File: src/sensor_consts.svh
`ifndef SENSOR_CONSTS_SVH
`define SENSOR_CONSTS_SVH

// register addresses on the serial interface
`define ADDR_CHIP_MODE     8'h07
`define ADDR_FIRST_KNEE    8'h08
`define ADDR_SECOND_KNEE   8'h09
`define ADDR_KNEE_CTRL     8'h0a
`define ADDR_TOTAL_INTEG   8'h0b
`define ADDR_RESET         8'h0c

// chip mode control fields
`define CM_SCAN_HI         2
`define CM_SCAN_LO         0
`define CM_INITIATOR       3
`define CM_TRIG_FRAME      4
`define CM_STEREO          5
`define CM_STEREO_ROLE     6
`define CM_PAR_OUT         7
`define CM_OVERLAP         8
`define CM_WIDTH           9

// scan mode codes
`define SCAN_PROGRESSIVE   3'h0
`define SCAN_TWO_FIELD     3'h2
`define SCAN_ONE_FIELD     3'h3

// knee control fields
`define KC_T2_HI           3
`define KC_T2_LO           0
`define KC_T3_HI           7
`define KC_T3_LO           4
`define KC_AUTO            8
`define KC_SINGLE          9
`define KC_WIDTH           10

// reset register bit
`define RST_SOFT           0

// reset values
`define CHIP_MODE_RESET    9'h188
`define FIRST_KNEE_RESET   15'h1bb
`define SECOND_KNEE_RESET  15'h1d9
`define KNEE_CTRL_RESET    10'h164
`define TOTAL_INTEG_RESET  15'h1e0

// pll multipliers
`define PLL_MULT_SINGLE    5'h0c
`define PLL_MULT_STEREO    5'h12

`endif

File: src/sensor_pkg.sv
package sensor_pkg;
  typedef enum logic [1:0] {seq_idle, seq_pass_a, seq_pass_b} seq_state_t;
  typedef logic [14:0] rows_t;
  typedef logic [9:0]  row_addr_t;
endpackage

File: src/row_sequencer.sv
`timescale 1ns/100ps
`include "sensor_consts.svh"

module row_sequencer (
  input  wire logic       mclk,
  input  wire logic       rst_n,
  input  wire logic       start,
  input  wire logic       next_row,
  input  wire logic [2:0] mode,
  input  wire logic [8:0] row_start,
  input  wire logic [8:0] height,
  output logic      [9:0] row_addr,
  output logic            row_active,
  output logic            frame_done
);

  typedef struct packed {
    sensor_pkg::seq_state_t state;
    sensor_pkg::row_addr_t  row;
    logic                   active;
    logic                   done;
  } seq_t;

  seq_t s;
  seq_t next_s;

  logic [9:0] start_w;
  logic [9:0] last_row;
  logic [9:0] even_first;
  logic [9:0] odd_first;
  logic [9:0] nr;
  logic       two_field;
  logic       one_field;

  // window bounds and the first row of each parity
  always_comb begin
    start_w    = {1'b0, row_start};
    last_row   = start_w + {1'b0, height} - 10'h001;
    even_first = start_w + {9'h000, row_start[0]};
    odd_first  = start_w + {9'h000, ~row_start[0]};
    two_field  = (mode == `SCAN_TWO_FIELD);
    one_field  = (mode == `SCAN_ONE_FIELD);
    nr         = s.row + ((two_field || one_field) ? 10'h002 : 10'h001);
  end

  // walks the window in the order the scan mode asks for;
  // the invalid mode codes (1 and 4 to 7) fall back to progressive order
  always_comb begin
    next_s      = s;
    next_s.done = 1'b0;
    case (s.state)
      sensor_pkg::seq_idle: begin
        if (start) begin
          next_s.active = 1'b1;
          next_s.state  = sensor_pkg::seq_pass_a;
          next_s.row    = two_field ? even_first : start_w;
        end
      end
      sensor_pkg::seq_pass_a, sensor_pkg::seq_pass_b: begin
        if (next_row) begin
          if (nr <= last_row) begin
            next_s.row = nr;
          end else if (two_field && s.state == sensor_pkg::seq_pass_a
                       && odd_first <= last_row) begin
            next_s.row   = odd_first;
            next_s.state = sensor_pkg::seq_pass_b;
          end else begin
            next_s.active = 1'b0;
            next_s.done   = 1'b1;
            next_s.state  = sensor_pkg::seq_idle;
          end
        end
      end
      default: next_s.state = sensor_pkg::seq_idle;
    endcase
  end

  always_ff @(posedge mclk) begin
    if (!rst_n) begin
      s <= '0;
    end else begin
      s <= next_s;
    end
  end

  assign row_addr   = s.row;
  assign row_active = s.active;
  assign frame_done = s.done;

endmodule

File: src/sensor_chip_control_regs.sv
`timescale 1ns/100ps
`include "sensor_consts.svh"

module sensor_chip_control_regs (
  input  wire logic        mclk,
  input  wire logic        rst_n,
  input  wire logic [7:0]  reg_addr,
  input  wire logic        reg_wr,
  input  wire logic [15:0] reg_wdata,
  input  wire logic        reg_rd,
  input  wire logic        frame_start,
  input  wire logic        frame_trigger,
  input  wire logic        ext_exposure_start,
  input  wire logic        exposure_done,
  input  wire logic        row_next,
  input  wire logic [8:0]  row_start,
  input  wire logic [8:0]  window_height,
  input  wire logic        hdr_enable,
  input  wire logic        auto_exposure_control,
  input  wire logic [14:0] aec_integration,
  input  wire logic [9:0]  pixel_in,
  output logic      [15:0] reg_rdata,
  output logic             reg_rvalid,
  output logic      [4:0]  pll_mult,
  output logic             stereo_enable,
  output logic             stereo_secondary,
  output logic             exposure_start,
  output logic             readout_start,
  output logic      [9:0]  dout,
  output logic      [9:0]  dout_oe,
  output logic      [9:0]  row_addr,
  output logic             row_active,
  output logic             rows_done,
  output logic      [14:0] integ_phase1,
  output logic      [14:0] integ_phase2,
  output logic      [14:0] integ_phase3,
  output logic             knee_explicit
);

  typedef struct packed {
    logic [8:0]      chip_pend;
    logic [8:0]      chip_live;
    sensor_pkg::rows_t knee1;
    sensor_pkg::rows_t knee2;
    logic [9:0]      knee_ctrl;
    sensor_pkg::rows_t total;
    logic            free_run;
    logic [15:0]     rdata;
    logic            rvalid;
    logic [4:0]      pll;
    logic            exp_go;
    logic            rd_go;
    logic [9:0]      dout;
    logic [9:0]      oe;
    sensor_pkg::rows_t ph1;
    sensor_pkg::rows_t ph2;
    sensor_pkg::rows_t ph3;
    logic            explicit_knee;
  } ctl_t;

  ctl_t r;
  ctl_t next_r;

  logic              soft_rst;
  logic              go;
  sensor_pkg::rows_t total_use;
  sensor_pkg::rows_t t2;
  sensor_pkg::rows_t t3;

  // soft reset is a self-clearing write; it rebuilds defaults in one cycle
  assign soft_rst = reg_wr && reg_addr == `ADDR_RESET
                    && reg_wdata[`RST_SOFT];

  // frame launch follows the live initiator and trigger bits
  always_comb begin
    if (r.chip_live[`CM_INITIATOR]) begin
      if (r.chip_live[`CM_TRIG_FRAME]) begin
        go = frame_trigger;
      end else begin
        go = r.free_run;
      end
    end else begin
      go = ext_exposure_start;
    end
  end

  // integration length and auto knee durations by halving
  always_comb begin
    total_use = auto_exposure_control ? aec_integration : r.total;
    t2 = total_use >> r.knee_ctrl[`KC_T2_HI:`KC_T2_LO];
    t3 = total_use >> r.knee_ctrl[`KC_T3_HI:`KC_T3_LO];
  end

  always_comb begin
    next_r        = r;
    next_r.rvalid = reg_rd;
    next_r.exp_go = go;
    // overlap lets readout run with exposure, else wait for its end
    next_r.rd_go  = r.chip_live[`CM_OVERLAP] ? go : exposure_done;
    // the first free-running frame starts right after reset
    next_r.free_run = rows_done;

    // register writes land in the pending or immediate copies
    if (reg_wr) begin
      case (reg_addr)
        `ADDR_CHIP_MODE:   next_r.chip_pend = reg_wdata[8:0];
        `ADDR_FIRST_KNEE:  next_r.knee1 = reg_wdata[14:0];
        `ADDR_SECOND_KNEE: next_r.knee2 = reg_wdata[14:0];
        `ADDR_KNEE_CTRL:   next_r.knee_ctrl = reg_wdata[9:0];
        `ADDR_TOTAL_INTEG: next_r.total = reg_wdata[14:0];
        default: ;
      endcase
    end

    // reads return the pending copy; unmapped addresses read zero
    case (reg_addr)
      `ADDR_CHIP_MODE:   next_r.rdata = {7'h00, r.chip_pend};
      `ADDR_FIRST_KNEE:  next_r.rdata = {1'b0, r.knee1};
      `ADDR_SECOND_KNEE: next_r.rdata = {1'b0, r.knee2};
      `ADDR_KNEE_CTRL:   next_r.rdata = {6'h00, r.knee_ctrl};
      `ADDR_TOTAL_INTEG: next_r.rdata = {1'b0, r.total};
      default:           next_r.rdata = 16'h0000;
    endcase

    // frame start: pending mode goes live and knee timing is frozen,
    // so a mid-frame knee write never disturbs the running frame
    if (frame_start) begin
      next_r.chip_live     = r.chip_pend;
      next_r.explicit_knee = hdr_enable && !r.knee_ctrl[`KC_AUTO];
      if (hdr_enable && !r.knee_ctrl[`KC_AUTO]) begin
        next_r.ph1 = r.knee1;
        next_r.ph2 = r.knee2 - r.knee1;
        next_r.ph3 = total_use - r.knee2;
      end else if (hdr_enable) begin
        next_r.ph1 = total_use - t2 - t3;
        next_r.ph2 = t2;
        next_r.ph3 = t3;
      end else begin
        next_r.ph1 = total_use;
        next_r.ph2 = 15'h0000;
        next_r.ph3 = 15'h0000;
      end
    end

    // pll and stereo role follow the live copy
    next_r.pll = r.chip_live[`CM_STEREO] ? `PLL_MULT_STEREO
                                        : `PLL_MULT_SINGLE;
    // parallel pixel bus drives only when enabled
    next_r.oe   = {10{r.chip_live[`CM_PAR_OUT]}};
    next_r.dout = r.chip_live[`CM_PAR_OUT] ? pixel_in : 10'h000;

    // soft reset restores the register and phase defaults and abandons the frame; pll and pixel bus follow the live copy a cycle later
    if (soft_rst) begin
      next_r.chip_pend     = `CHIP_MODE_RESET;
      next_r.chip_live     = `CHIP_MODE_RESET;
      next_r.knee1         = `FIRST_KNEE_RESET;
      next_r.knee2         = `SECOND_KNEE_RESET;
      next_r.knee_ctrl     = `KNEE_CTRL_RESET;
      next_r.total         = `TOTAL_INTEG_RESET;
      next_r.ph1           = `TOTAL_INTEG_RESET;
      next_r.ph2           = 15'h0000;
      next_r.ph3           = 15'h0000;
      next_r.explicit_knee = 1'b0;
      next_r.free_run      = 1'b1;
      next_r.exp_go        = 1'b0;
      next_r.rd_go         = 1'b0;
    end
  end

  always_ff @(posedge mclk) begin
    if (!rst_n) begin
      r               <= '0;
      r.chip_pend     <= `CHIP_MODE_RESET;
      r.chip_live     <= `CHIP_MODE_RESET;
      r.knee1         <= `FIRST_KNEE_RESET;
      r.knee2         <= `SECOND_KNEE_RESET;
      r.knee_ctrl     <= `KNEE_CTRL_RESET;
      r.total         <= `TOTAL_INTEG_RESET;
      r.free_run      <= 1'b1;
      r.pll           <= `PLL_MULT_SINGLE;
      r.ph1           <= `TOTAL_INTEG_RESET;
    end else begin
      r <= next_r;
    end
  end

  // row order generator; a soft reset also drops the frame in flight
  row_sequencer u_rows (
    .mclk       (mclk),
    .rst_n      (rst_n && !soft_rst),
    .start      (r.rd_go),
    .next_row   (row_next),
    .mode       (r.chip_live[`CM_SCAN_HI:`CM_SCAN_LO]),
    .row_start  (row_start),
    .height     (window_height),
    .row_addr   (row_addr),
    .row_active (row_active),
    .frame_done (rows_done)
  );

  assign reg_rdata        = r.rdata;
  assign reg_rvalid       = r.rvalid;
  assign pll_mult         = r.pll;
  assign stereo_enable    = r.chip_live[`CM_STEREO];
  assign stereo_secondary = r.chip_live[`CM_STEREO_ROLE];
  assign exposure_start   = r.exp_go;
  assign readout_start    = r.rd_go;
  assign dout             = r.dout;
  assign dout_oe          = r.oe;
  assign integ_phase1     = r.ph1;
  assign integ_phase2     = r.ph2;
  assign integ_phase3     = r.ph3;
  assign knee_explicit    = r.explicit_knee;

endmodule

File: config.mk
export PLATFORM = sky130hd
export DESIGN_NAME = sensor_chip_control_regs
export DESIGN_NICKNAME = d
export VERILOG_FILES = /design/src/sensor_pkg.sv /design/src/row_sequencer.sv /design/src/sensor_chip_control_regs.sv
export VERILOG_INCLUDE_DIRS = /design/src /design/src/src
export SDC_FILE = /design/constraint.sdc
export NUM_CORES = 1
export LEC_CHECK = 0
export BUFFER_PORTS_ARGS = -buffer_cell sky130_fd_sc_hd__buf_2
export CORE_MARGIN = 1
export CORE_UTILIZATION = 57
export CTS_BUF_LIST = sky130_fd_sc_hd__clkbuf_8
export DETAILED_ROUTE_END_ITERATION = 6
export PLACE_DENSITY_LB_ADDON = 0.12
export SLEW_MARGIN = 20
export SYNTH_ARGS = -nofsm -noshare
export SYNTH_HDL_FRONTEND = slang
export SYNTH_SLANG_ARGS = --single-unit
export TNS_END_PERCENT = 20
File: constraint.sdc
create_clock -name mclk -period 6.01 [get_ports mclk]
set_input_delay 0.601 -clock mclk [delete_from_list [all_inputs] [get_ports mclk]]
set_output_delay 0.601 -clock mclk [all_outputs]
set_load 0.01 [all_outputs]
==> impl_metrics.csv, run 1 <==
group,metric,value,unit
synthesis,synth_xor_area_frac,0.0300,
route,viasPerCell,6.06,
global_routing,grt_pass1_wl,56800,um
die,die_h,150,um
worst_setup_path,path_cells,"inv_1 -> mux4_2 -> a21oi_1 -> o21ai_0 -> fa_1 -> fa_1 -> a211oi_1 -> o21bai_1 -> a31o_2 -> a211oi_1 -> o21bai_1 -> a21o_1 -> mux2_2 -> a21oi_1",
route,dr_total_vias,11500,
synthesis,ys_seq_elements,165,
timing,layout_min_cycle_time,5.10,ns
synthesis,synth_top_family_by_area,"compound AO/OA/AOI/OAI gates",
worst_setup_path,crit_slowest_cell,"dfxtp_1",
worst_hold_path,whs_path_depth,2,
worst_setup_path,r2r_cells,14,
clock_tree,ctsResizeCount,0,
timing,slew_viol_final,0,
power_and_ir_drop,intPower,1.80,mW
power_and_ir_drop,p_comb_frac,0.274,
clock_tree,cts_max_path_buffers,2,
synthesis,synthFlopType,"dfxtp_1",
synthesis,yosys.area.top_type,"dfxtp_1",
global_routing,grt_max_degree,56,
synthesis,yosys.cell_types.count,82,
route,highest_layer,"met4",
die,die_w,150,um
clock_tree,cts_buffers,17,
die,row_count,53,
synthesis,synth_fa_ha_area_frac,0.110,
die,coreArea,0.0213,mm^2
worst_setup_path,r2r-end,"integ_phase1[12]",
die,initial_core_util,0.590,
synthesis,yosysWarnings,0,
power_and_ir_drop,p_seq_frac,0.413,
worst_hold_path,worstHoldStart,"reg_rd",
synthesis,synthArstFlopShare,0,
die,dieArea,0.0226,mm^2
synthesis,ys_top_cells_by_area,"dfxtp_1 26%, ha_1 8.1%, buf_4 5.9%",
timing,hold_viol_final,0,
route,met1_length,15800,um
power_and_ir_drop,switching_power,0.991,mW
worst_setup_path,worstSetupStartpointType,"register",
clock_tree,insertion_delay,0.48,ns
timing,fin_skew,0.0160,ns
synthesis,synthCells,1570,
route,drc_errors,0,
route,dr_wl_met3,2570,um
worst_setup_path,r2r_start,"r[110]",
route,wl,36400,um
layout,antennaDiodeCount,0,
timing,clock.fmax,196,MHz
worst_setup_path,critical_path_buf_inv_count,1,
power_and_ir_drop,switching_share,0.355,
worst_setup_path,cp_top_family,"compound AO/OA/AOI/OAI gates",
synthesis,synth-compound-area-share,0.201,
power_and_ir_drop,p_clk_frac,0.314,
timing,maxSlewHeadroom,0.288,
synthesis,synth_edf_count,0,
worst_hold_path,hold_class,"in -> reg",
worst_setup_path,crit_fanout,16,
worst_setup_path,critical_path_arrival,5.52,ns
worst_setup_path,cp.depth,14,
die,ioPinCount,182,
route,post_drt_wl_per_cell,19.1,um
synthesis,netlist_area,0.0126,mm^2
clock_tree,htreeDepth,4,
clock_tree,clk_pin_slew,0.11,ns
worst_hold_path,whs_endpoint,"reg_rvalid",
synthesis,synth-simple-area-share,0.182,
flow_run,max_cap_viol_count,0,
worst_setup_path,startpoint,"r[110]",
clock_tree,cts_setup_buffers,0,
global_routing,antenna_found_initial,0,
route,firstDrtPassIters,6,
timing,grt_setup_unrepaired,"no",
place,gp_congestion,0.942,
run_status,outcome,"finished clean",
clock_tree,cts-root-buf,"clkbuf_8",
synthesis,synth.area.mux_share,0.0987,
place,dp_hpwl,27800,um
worst_setup_path,critPathKind,"reg -> reg",
worst_setup_path,crit_required,6.43,ns
timing,setup_viol_count_final,0,
clock_tree,clkSinkCount,165,
timing,fin_tns_setup,0,ns
layout,synthToLayoutAreaGrowth,6.42,%
synthesis,avgSynthCellArea,8.00,um^2
clock_tree,cts_tree,"built",
layout,drive_above_1_share,0.178,
worst_setup_path,r2r_slack,0.91,ns
route,final_antenna_net_count,0,
global_routing,grtUsageTotal,0.326,
synthesis,yosysMostFrequentCell,"nand2_1",
timing,worst_pin_slew,1.06,ns
worst_setup_path,end_kind,"register",
route,wl_met2,16900,um
power_and_ir_drop,peakVddDrop,0.132,mV
place,place_area,0.0129,mm^2
global_routing,grt.overflow.total,0,
power_and_ir_drop,leakage,5.91,nW
route,drt_iter0_markers,932,
layout,fin_area,0.0134,mm^2
synthesis,seq_area_frac_synth,0.263,
layout,nets,1788,
worst_setup_path,slowest_delay,0.74,ns
power_and_ir_drop,p_per_area,209,mW/mm^2
synthesis,synth_top_area_share,0.263,
timing,period_share,0.849,
global_routing,grt_pass1_vias,10500,
place,port_buffers,178,
clock_tree,cts_hold_repair.buffers,0,
synthesis,yosys-top-cells-count,"182 x nand2_1, 165 x dfxtp_1, 124 x a21oi_1",
[placed cells by master (no fill, tap or decap), types with 4 or more instances in the layout]
master	synthesis	layout
nor3_1	37	35
a211o_1	9	9
mux2i_1	71	71
mux2_2	21	21
clkbuf_8	0	17
nand2b_1	16	16
fa_1	18	18
inv_1	107	107
xor2_1	10	10
inv_2	4	4
o21a_1	15	14
and2_1	11	11
nand4_1	6	6
o31ai_1	8	8
o221ai_1	8	8
nor3b_1	6	5
mux4_2	13	13
o21bai_1	6	6
ha_1	81	81
a21o_1	13	13
xnor2_1	33	33
buf_4	98	16
a31oi_1	10	10
nor2_1	114	114
buf_2	2	178
a2bb2oi_1	5	5
a21oi_1	124	124
a22oi_1	16	16
a211oi_1	28	28
nand2_1	182	182
nor2b_1	22	22
nand3_1	37	37
clkinv_8	0	5
and3_1	15	15
dfxtp_1	165	165
a32o_1	4	4
o211ai_1	27	27
or3_1	17	17
o21ai_0	74	74
[power groups by stage]
stage                     combinational, mW  sequential, mW  clock, mW
after global routing                  0.842            1.16      0.930
after detailed placement              0.751            1.18          0
after CTS                             0.756            1.15      0.887
final                                 0.764            1.15      0.875
after global placement                0.736            1.18          0
after floorplan                       0.588            1.17          0
[registers in the layout (all words and copies together) (netlist names)]
register           count
next_r                 1
reg_rvalid             1
integ_phase2          15
u_rows.s               2
u_rows.frame_done      1
stereo_secondary       1
pll_mult               2
dout                  10
dout_oe                1
exposure_start         1
readout_start          1
reg_rdata             15
u_rows.row_active      1
r                     71
integ_phase3          15
u_rows.row_addr       10
stereo_enable          1
knee_explicit          1
integ_phase1          15
[worst max-delay path by stage]
stage	endpoint	slack, ns
after floorplan	integ_phase1[12]	1.38
after global placement	integ_phase1[12]	0.60
after detailed placement	integ_phase1[12]	0.58
after CTS	integ_phase1[12]	1.05
after global routing	integ_phase1[12]	0.66
final	integ_phase1[12]	0.91
[per-layer routing]
metal	vias to the layer above	global-route usage
met5	-	0
met4	0	0.121
met3	74	0.0442
met2	493	0.533
met1	5443	0.437
li1	5504	-
[logic make-up after synthesis]
kind of cell / count (synthesis)
AO/OA/AOI/OAI: 386
adder cells (fa/ha/maj): 100
flip-flops: 165
XOR/XNOR: 43
buffers and inverters: 284
AND/OR/NAND/NOR: 486
other: 1
multiplexers: 105
[per-stage QoR]
stage	hold slack [ns]	utilization	power, mW	instances	setup slack, ns
CTS	0.306	0.628	2.79	1899	1.05
floorplan	0.433	-	1.76	1571	1.38
detailed placement	0.426	0.607	1.93	1867	0.585
global placement	0.417	0.607	1.91	1867	0.598
global route	0.308	0.628	2.93	1899	0.659
finish	0.326	0.628	2.79	1899	0.906
[final cells by class]
cell class              instances  area, um^2
inverters                     111         417
well taps                     275         344
repair buffers                194        1010
clock inverters                15         205
clock buffers                  17         234
multi-input cells            1122        7850
fillers                      1947        7920
flip-flops and latches        165        3300
(Power assumes the default switching activity.)
==> run 2: changes to the inputs <==
- clock period: 6.01 -> 4.8 ns (I/O delays scaled with it)
==> impl_metrics.csv, run 2 (same netlist as run 1, synthesis figures left out) <==
group,metric,value,unit
place,port_buffers,178,
layout,final_common_cell,"nand2_1",
global_routing,grt_pass1_vias,11000,
worst_setup_path,end_kind,"register",
clock_tree,cts_tree,"built",
layout,multi_input_area,0.00784,mm^2
worst_setup_path,cp.depth,18,
die,initial_core_util,0.590,
timing,grt_setup_unrepaired,"no",
clock_tree,cts-root-buf,"clkbuf_8",
layout,drive_above_1_share,0.215,
timing,hold_ws,0.183,ns
die,row_count,53,
layout,largest_reg_flops,71,
die,ioPinCount,182,
place,place_ws,-0.0793,ns
timing,period_share,0.952,
layout,final_util,0.656,
layout,stdcell_count,1977,
worst_setup_path,slowest_delay,0.44,ns
place,dp_cells,1945,
route,firstDrtPassIters,6,
clock_tree,cts_setup_buffers,0,
layout,top_register,"r",
clock_tree,clkSinkCount,165,
global_routing,grt.overflow.total,0,
worst_setup_path,crit_top_cell,"mux2i_1",
worst_setup_path,r2r-end,"integ_phase1[12]",
clock_tree,cts_buffers,17,
place,dp_hpwl,29200,um
worst_setup_path,crit_required,5.23,ns
worst_setup_path,critPathKind,"reg -> reg",
place,gp_congestion,0.973,
power_and_ir_drop,leakage,6.29,nW
worst_hold_path,hold_class,"in -> reg",
global_routing,grt_pass1_wl,59000,um
global_routing,grt_max_degree,48,
worst_setup_path,startpoint,"r[102]",
timing,fin_tns_setup,0,ns
worst_setup_path,r2r_start,"r[102]",
clock_tree,clk_pin_slew,0.11,ns
timing,layout_setup_ws,0.231,ns
die,die_h,150,um
layout,fillers,1890,
clock_tree,cts_hold_repair.buffers,0,
route,drt_iter0_markers,992,
worst_setup_path,cp-endpoint,"integ_phase1[12]",
power_and_ir_drop,p_per_area,258,mW/mm^2
timing,maxSlewHeadroom,0.360,
route,dr_total_vias,11800,
clock_tree,htreeDepth,4,
timing,clock.fmax,219,MHz
worst_setup_path,r2r_cells,18,
clock_tree,ctsResizeCount,0,
route,wl,37700,um
power_and_ir_drop,peakVddDrop,0.156,mV
global_routing,grtUsageTotal,0.340,
die,dieArea,0.0226,mm^2
clock_tree,insertion_delay,0.50,ns
worst_setup_path,path_cells,"mux2i_1 -> inv_1 -> buf_4 -> mux2i_1 -> mux2i_1 -> o21ai_0 -> mux2_2 -> fa_1 -> ha_1 -> a211oi_1 -> o21bai_1 -> a31o_2 -> a211oi_1 -> buf_4 -> o21bai_1 -> a21o_1 -> mux2_2 -> a21oi_1",
layout,register_area,0.00330,mm^2
timing,worst_pin_slew,0.957,ns
run_status,outcome,"finished clean",
die,die_w,150,um
layout,layout_common_cells,"182 x nand2_1, 178 x buf_2, 165 x dfxtp_1",
timing,hold_viol_final,0,
route,drc_errors,0,
timing,setup_viol_count_final,0,
flow_run,max_cap_viol_count,0,
clock_tree,cts_max_path_buffers,2,
worst_setup_path,critical_path_arrival,5.00,ns
worst_setup_path,r2r_slack,0.23,ns
layout,antennaDiodeCount,0,
global_routing,antenna_found_initial,0,
route,viasPerCell,5.99,
worst_setup_path,critical_path_buf_inv_count,3,
route,post_drt_wl_per_cell,19.1,um
worst_setup_path,crit_slowest_cell,"fa_1",
timing,layout_min_cycle_time,4.57,ns
layout,nets,1866,
die,coreArea,0.0213,mm^2
worst_setup_path,crit_fanout,4,
worst_setup_path,cp_top_family,"compound AO/OA/AOI/OAI gates",
layout,synthToLayoutAreaGrowth,11.2,%
timing,fin_skew,0.0210,ns
worst_setup_path,worstSetupStartpointType,"register",
timing,slew_viol_final,0,
route,final_antenna_net_count,0,
[run 2: cell type report]
class | instances | area share
tap | 275 | 0.0246
inverter | 111 | 0.0298
clock buffer | 17 | 0.0168
sequential | 165 | 0.237
clock inverter | 15 | 0.0153
timing repair buffer | 272 | 0.115
multi-input combinational | 1122 | 0.562
[run 2: where the power goes]
part	total, mW	leakage, nW	switching [mW]	internal (mW)
clock	1.11	0.220	0.690	0.421
sequential	1.44	1.34	0.0306	1.41
combinational	1.05	4.73	0.592	0.454
[run 2: metal layers]
layer,vias up,share of wire,track usage
met4,0,0.023,0.103
met1,5631,0.43,0.450
met3,64,0.072,0.0506
li1,5668,-,-
met2,476,0.47,0.568
met5,-,0,0
[run 2: metrics by stage]
step	cell area (um^2)	power [mW]
final	14000	3.60
after global routing	14000	3.77
after CTS	14000	3.59
after detailed placement	13500	2.50
after global placement	13500	2.48
after floorplan	12600	2.20
[run 2: worst min-delay path by stage]
| stage | startpoint | end | slack, ns | cells after the start |
|---|---|---|---|---|
| floorplan | r[115] | r[115] | 0.43 | 2 |
| global placement | u_rows.frame_done | r[90] | 0.42 | 1 |
| detailed placement | u_rows.frame_done | r[90] | 0.43 | 1 |
| CTS | reg_rd | reg_rvalid | 0.18 | 2 |
| global route | reg_rd | reg_rvalid | 0.19 | 2 |
| finish | reg_rd | reg_rvalid | 0.18 | 2 |
==> run 3: changes to the inputs <==
- ABC_CLOCK_PERIOD_IN_PS: unset -> 4800
- SETUP_SLACK_MARGIN: unset -> 0.4
==> impl_metrics.csv, run 3 (same netlist as run 1, synthesis figures left out) <==
group,metric,value,unit
run_status,outcome,"finished clean",
timing,slew_viol_final,0,
layout,layout_common_cells,"182 x nand2_1, 177 x buf_2, 162 x dfxtp_1",
layout,synthToLayoutAreaGrowth,12.6,%
die,die_w,150,um
worst_hold_path,hold_class,"in -> reg",
place,dp_hpwl,29500,um
global_routing,antenna_found_initial,0,
die,initial_core_util,0.590,
timing,layout_min_cycle_time,4.30,ns
worst_setup_path,critical_path_arrival,4.73,ns
power_and_ir_drop,switching_share,0.365,
clock_tree,cts_hold_repair.buffers,0,
timing,fin_skew,0.0192,ns
route,wl,38300,um
power_and_ir_drop,p_clk_frac,0.303,
timing,setup_viol_count_final,0,
clock_tree,htreeDepth,4,
clock_tree,clk_pin_slew,0.11,ns
global_routing,grt.overflow.total,0,
global_routing,grt_pass1_vias,11000,
layout,drive_above_1_share,0.231,
die,dieArea,0.0226,mm^2
layout,fin_area,0.0141,mm^2
global_routing,grt_pass1_wl,59400,um
die,coreArea,0.0213,mm^2
route,final_antenna_net_count,0,
timing,hold_viol_final,0,
layout,largest_reg_flops,71,
clock_tree,cts_max_path_buffers,2,
clock_tree,cts_tree,"built",
timing,grt_setup_unrepaired,"yes",
global_routing,grtUsageTotal,0.343,
power_and_ir_drop,peakVddDrop,0.145,mV
power_and_ir_drop,leakage,6.33,nW
power_and_ir_drop,p_comb_frac,0.301,
layout,final_common_cell,"nand2_1",
power_and_ir_drop,switching_power,1.33,mW
clock_tree,insertion_delay,0.50,ns
route,drt_iter0_markers,1019,
power_and_ir_drop,p_seq_frac,0.396,
place,gp_congestion,0.999,
layout,fillers,1904,
clock_tree,clkSinkCount,165,
worst_setup_path,worstSetupStartpointType,"register",
die,row_count,53,
place,port_buffers,178,
clock_tree,cts-root-buf,"clkbuf_8",
layout,antennaDiodeCount,0,
power_and_ir_drop,p_total,3.65,mW
route,drc_errors,0,
timing,maxSlewHeadroom,0.353,
power_and_ir_drop,p_per_area,258,mW/mm^2
die,die_h,150,um
global_routing,grt_max_degree,60,
timing,period_share,0.896,
layout,nets,1872,
route,viasPerCell,6.00,
place,place_area,0.0136,mm^2
timing,fin_tns_setup,0,ns
timing,layout_setup_ws,0.500,ns
layout,top_register,"r",
clock_tree,cts_buffers,17,
worst_setup_path,end_kind,"register",
place,place_ws,-0.0990,ns
timing,clock.fmax,233,MHz
route,post_drt_wl_per_cell,19.3,um
power_and_ir_drop,intPower,2.31,mW
die,ioPinCount,182,
flow_run,max_cap_viol_count,0,
route,dr_total_vias,11900,
timing,worst_pin_slew,0.969,ns
worst_setup_path,critPathKind,"reg -> reg",
worst_setup_path,crit_required,5.23,ns
route,firstDrtPassIters,6,
worst_setup_path,crit_fanout,4,
-- run 3: changes by cell type in the layout (fill, tap and decap cells not counted), moves of 4 or more --
cell,previous run,this run
mux2i_1,71,67
a211oi_1,28,24
buf_4,93,98
o21ai_0,74,69
-- run 3: power by group through the flow --
stage | Combinational (mW) | Sequential (mW) | Clock (mW)
CTS | 1.05 | 1.44 | 1.12
detailed placement | 1.05 | 1.47 | 0
floorplan | 0.738 | 1.47 | 0
finish | 1.10 | 1.44 | 1.10
global route | 1.20 | 1.45 | 1.17
global placement | 1.03 | 1.47 | 0
-- run 3: final timing paths --
| kind | start | end | slack [ns] | cells past startpoint |
|---|---|---|---|---|
| worst max-delay path | r[102] | integ_phase1[12] | 0.50 | 15 |
| worst max register to register | r[102] | integ_phase1[12] | 0.50 | 15 |
| worst min register to register | u_rows.frame_done | r[90] | 0.44 | 1 |
| worst min-delay path | reg_rd | reg_rvalid | 0.19 | 2 |
-- run 3: cell type report --
class | instances | area [um^2] | share of cell area
multi-input cells | 1123 | 7970 | 0.564
flip-flops and latches | 165 | 3310 | 0.234
repair buffers | 277 | 1650 | 0.117
inverters | 111 | 419 | 0.0296
well taps | 275 | 344 | 0.0243
clock buffers | 17 | 234 | 0.0166
clock inverters | 15 | 211 | 0.0150
-- run 3: critical path: stages (launching register included) --
cell and delay (ns):
dfxtp_1 0.36, mux2i_2 0.23, inv_1 0.13, mux4_2 0.55, o21ai_2 0.20, mux2_2 0.23
fa_1 0.43, ha_1 0.37, a211oi_2 0.27, o21bai_1 0.15, a31o_2 0.32, a211oi_4 0.31
o21bai_1 0.11, a21o_1 0.19, mux2_2 0.27, a21oi_1 0.13
-- run 3: repair_timing --
item                       4_1_cts  5_1_grt
pin swaps                        0        7
resized for setup                5       28
buffers inserted                 0        2
setup endpoints to repair        4       18
gates cloned                     0        1
-- run 3: routing by layer --
layer | global-route usage | routed length [um] | vias up
li1 | - | - | 5682
met1 | 0.454 | 16600 | 5630
met2 | 0.578 | 18100 | 516
met3 | 0.0445 | 2530 | 63
met4 | 0.106 | 1000 | 0
met5 | 0 | 0 | -
-- run 3: stage by stage --
step | util | std cells | hold WS (ns)
floorplan | - | 1571 | 0.433
global placement | 0.637 | 1948 | 0.419
detailed placement | 0.637 | 1948 | 0.420
CTS | 0.658 | 1980 | 0.177
global route | 0.664 | 1983 | 0.187
finish | 0.664 | 1983 | 0.187
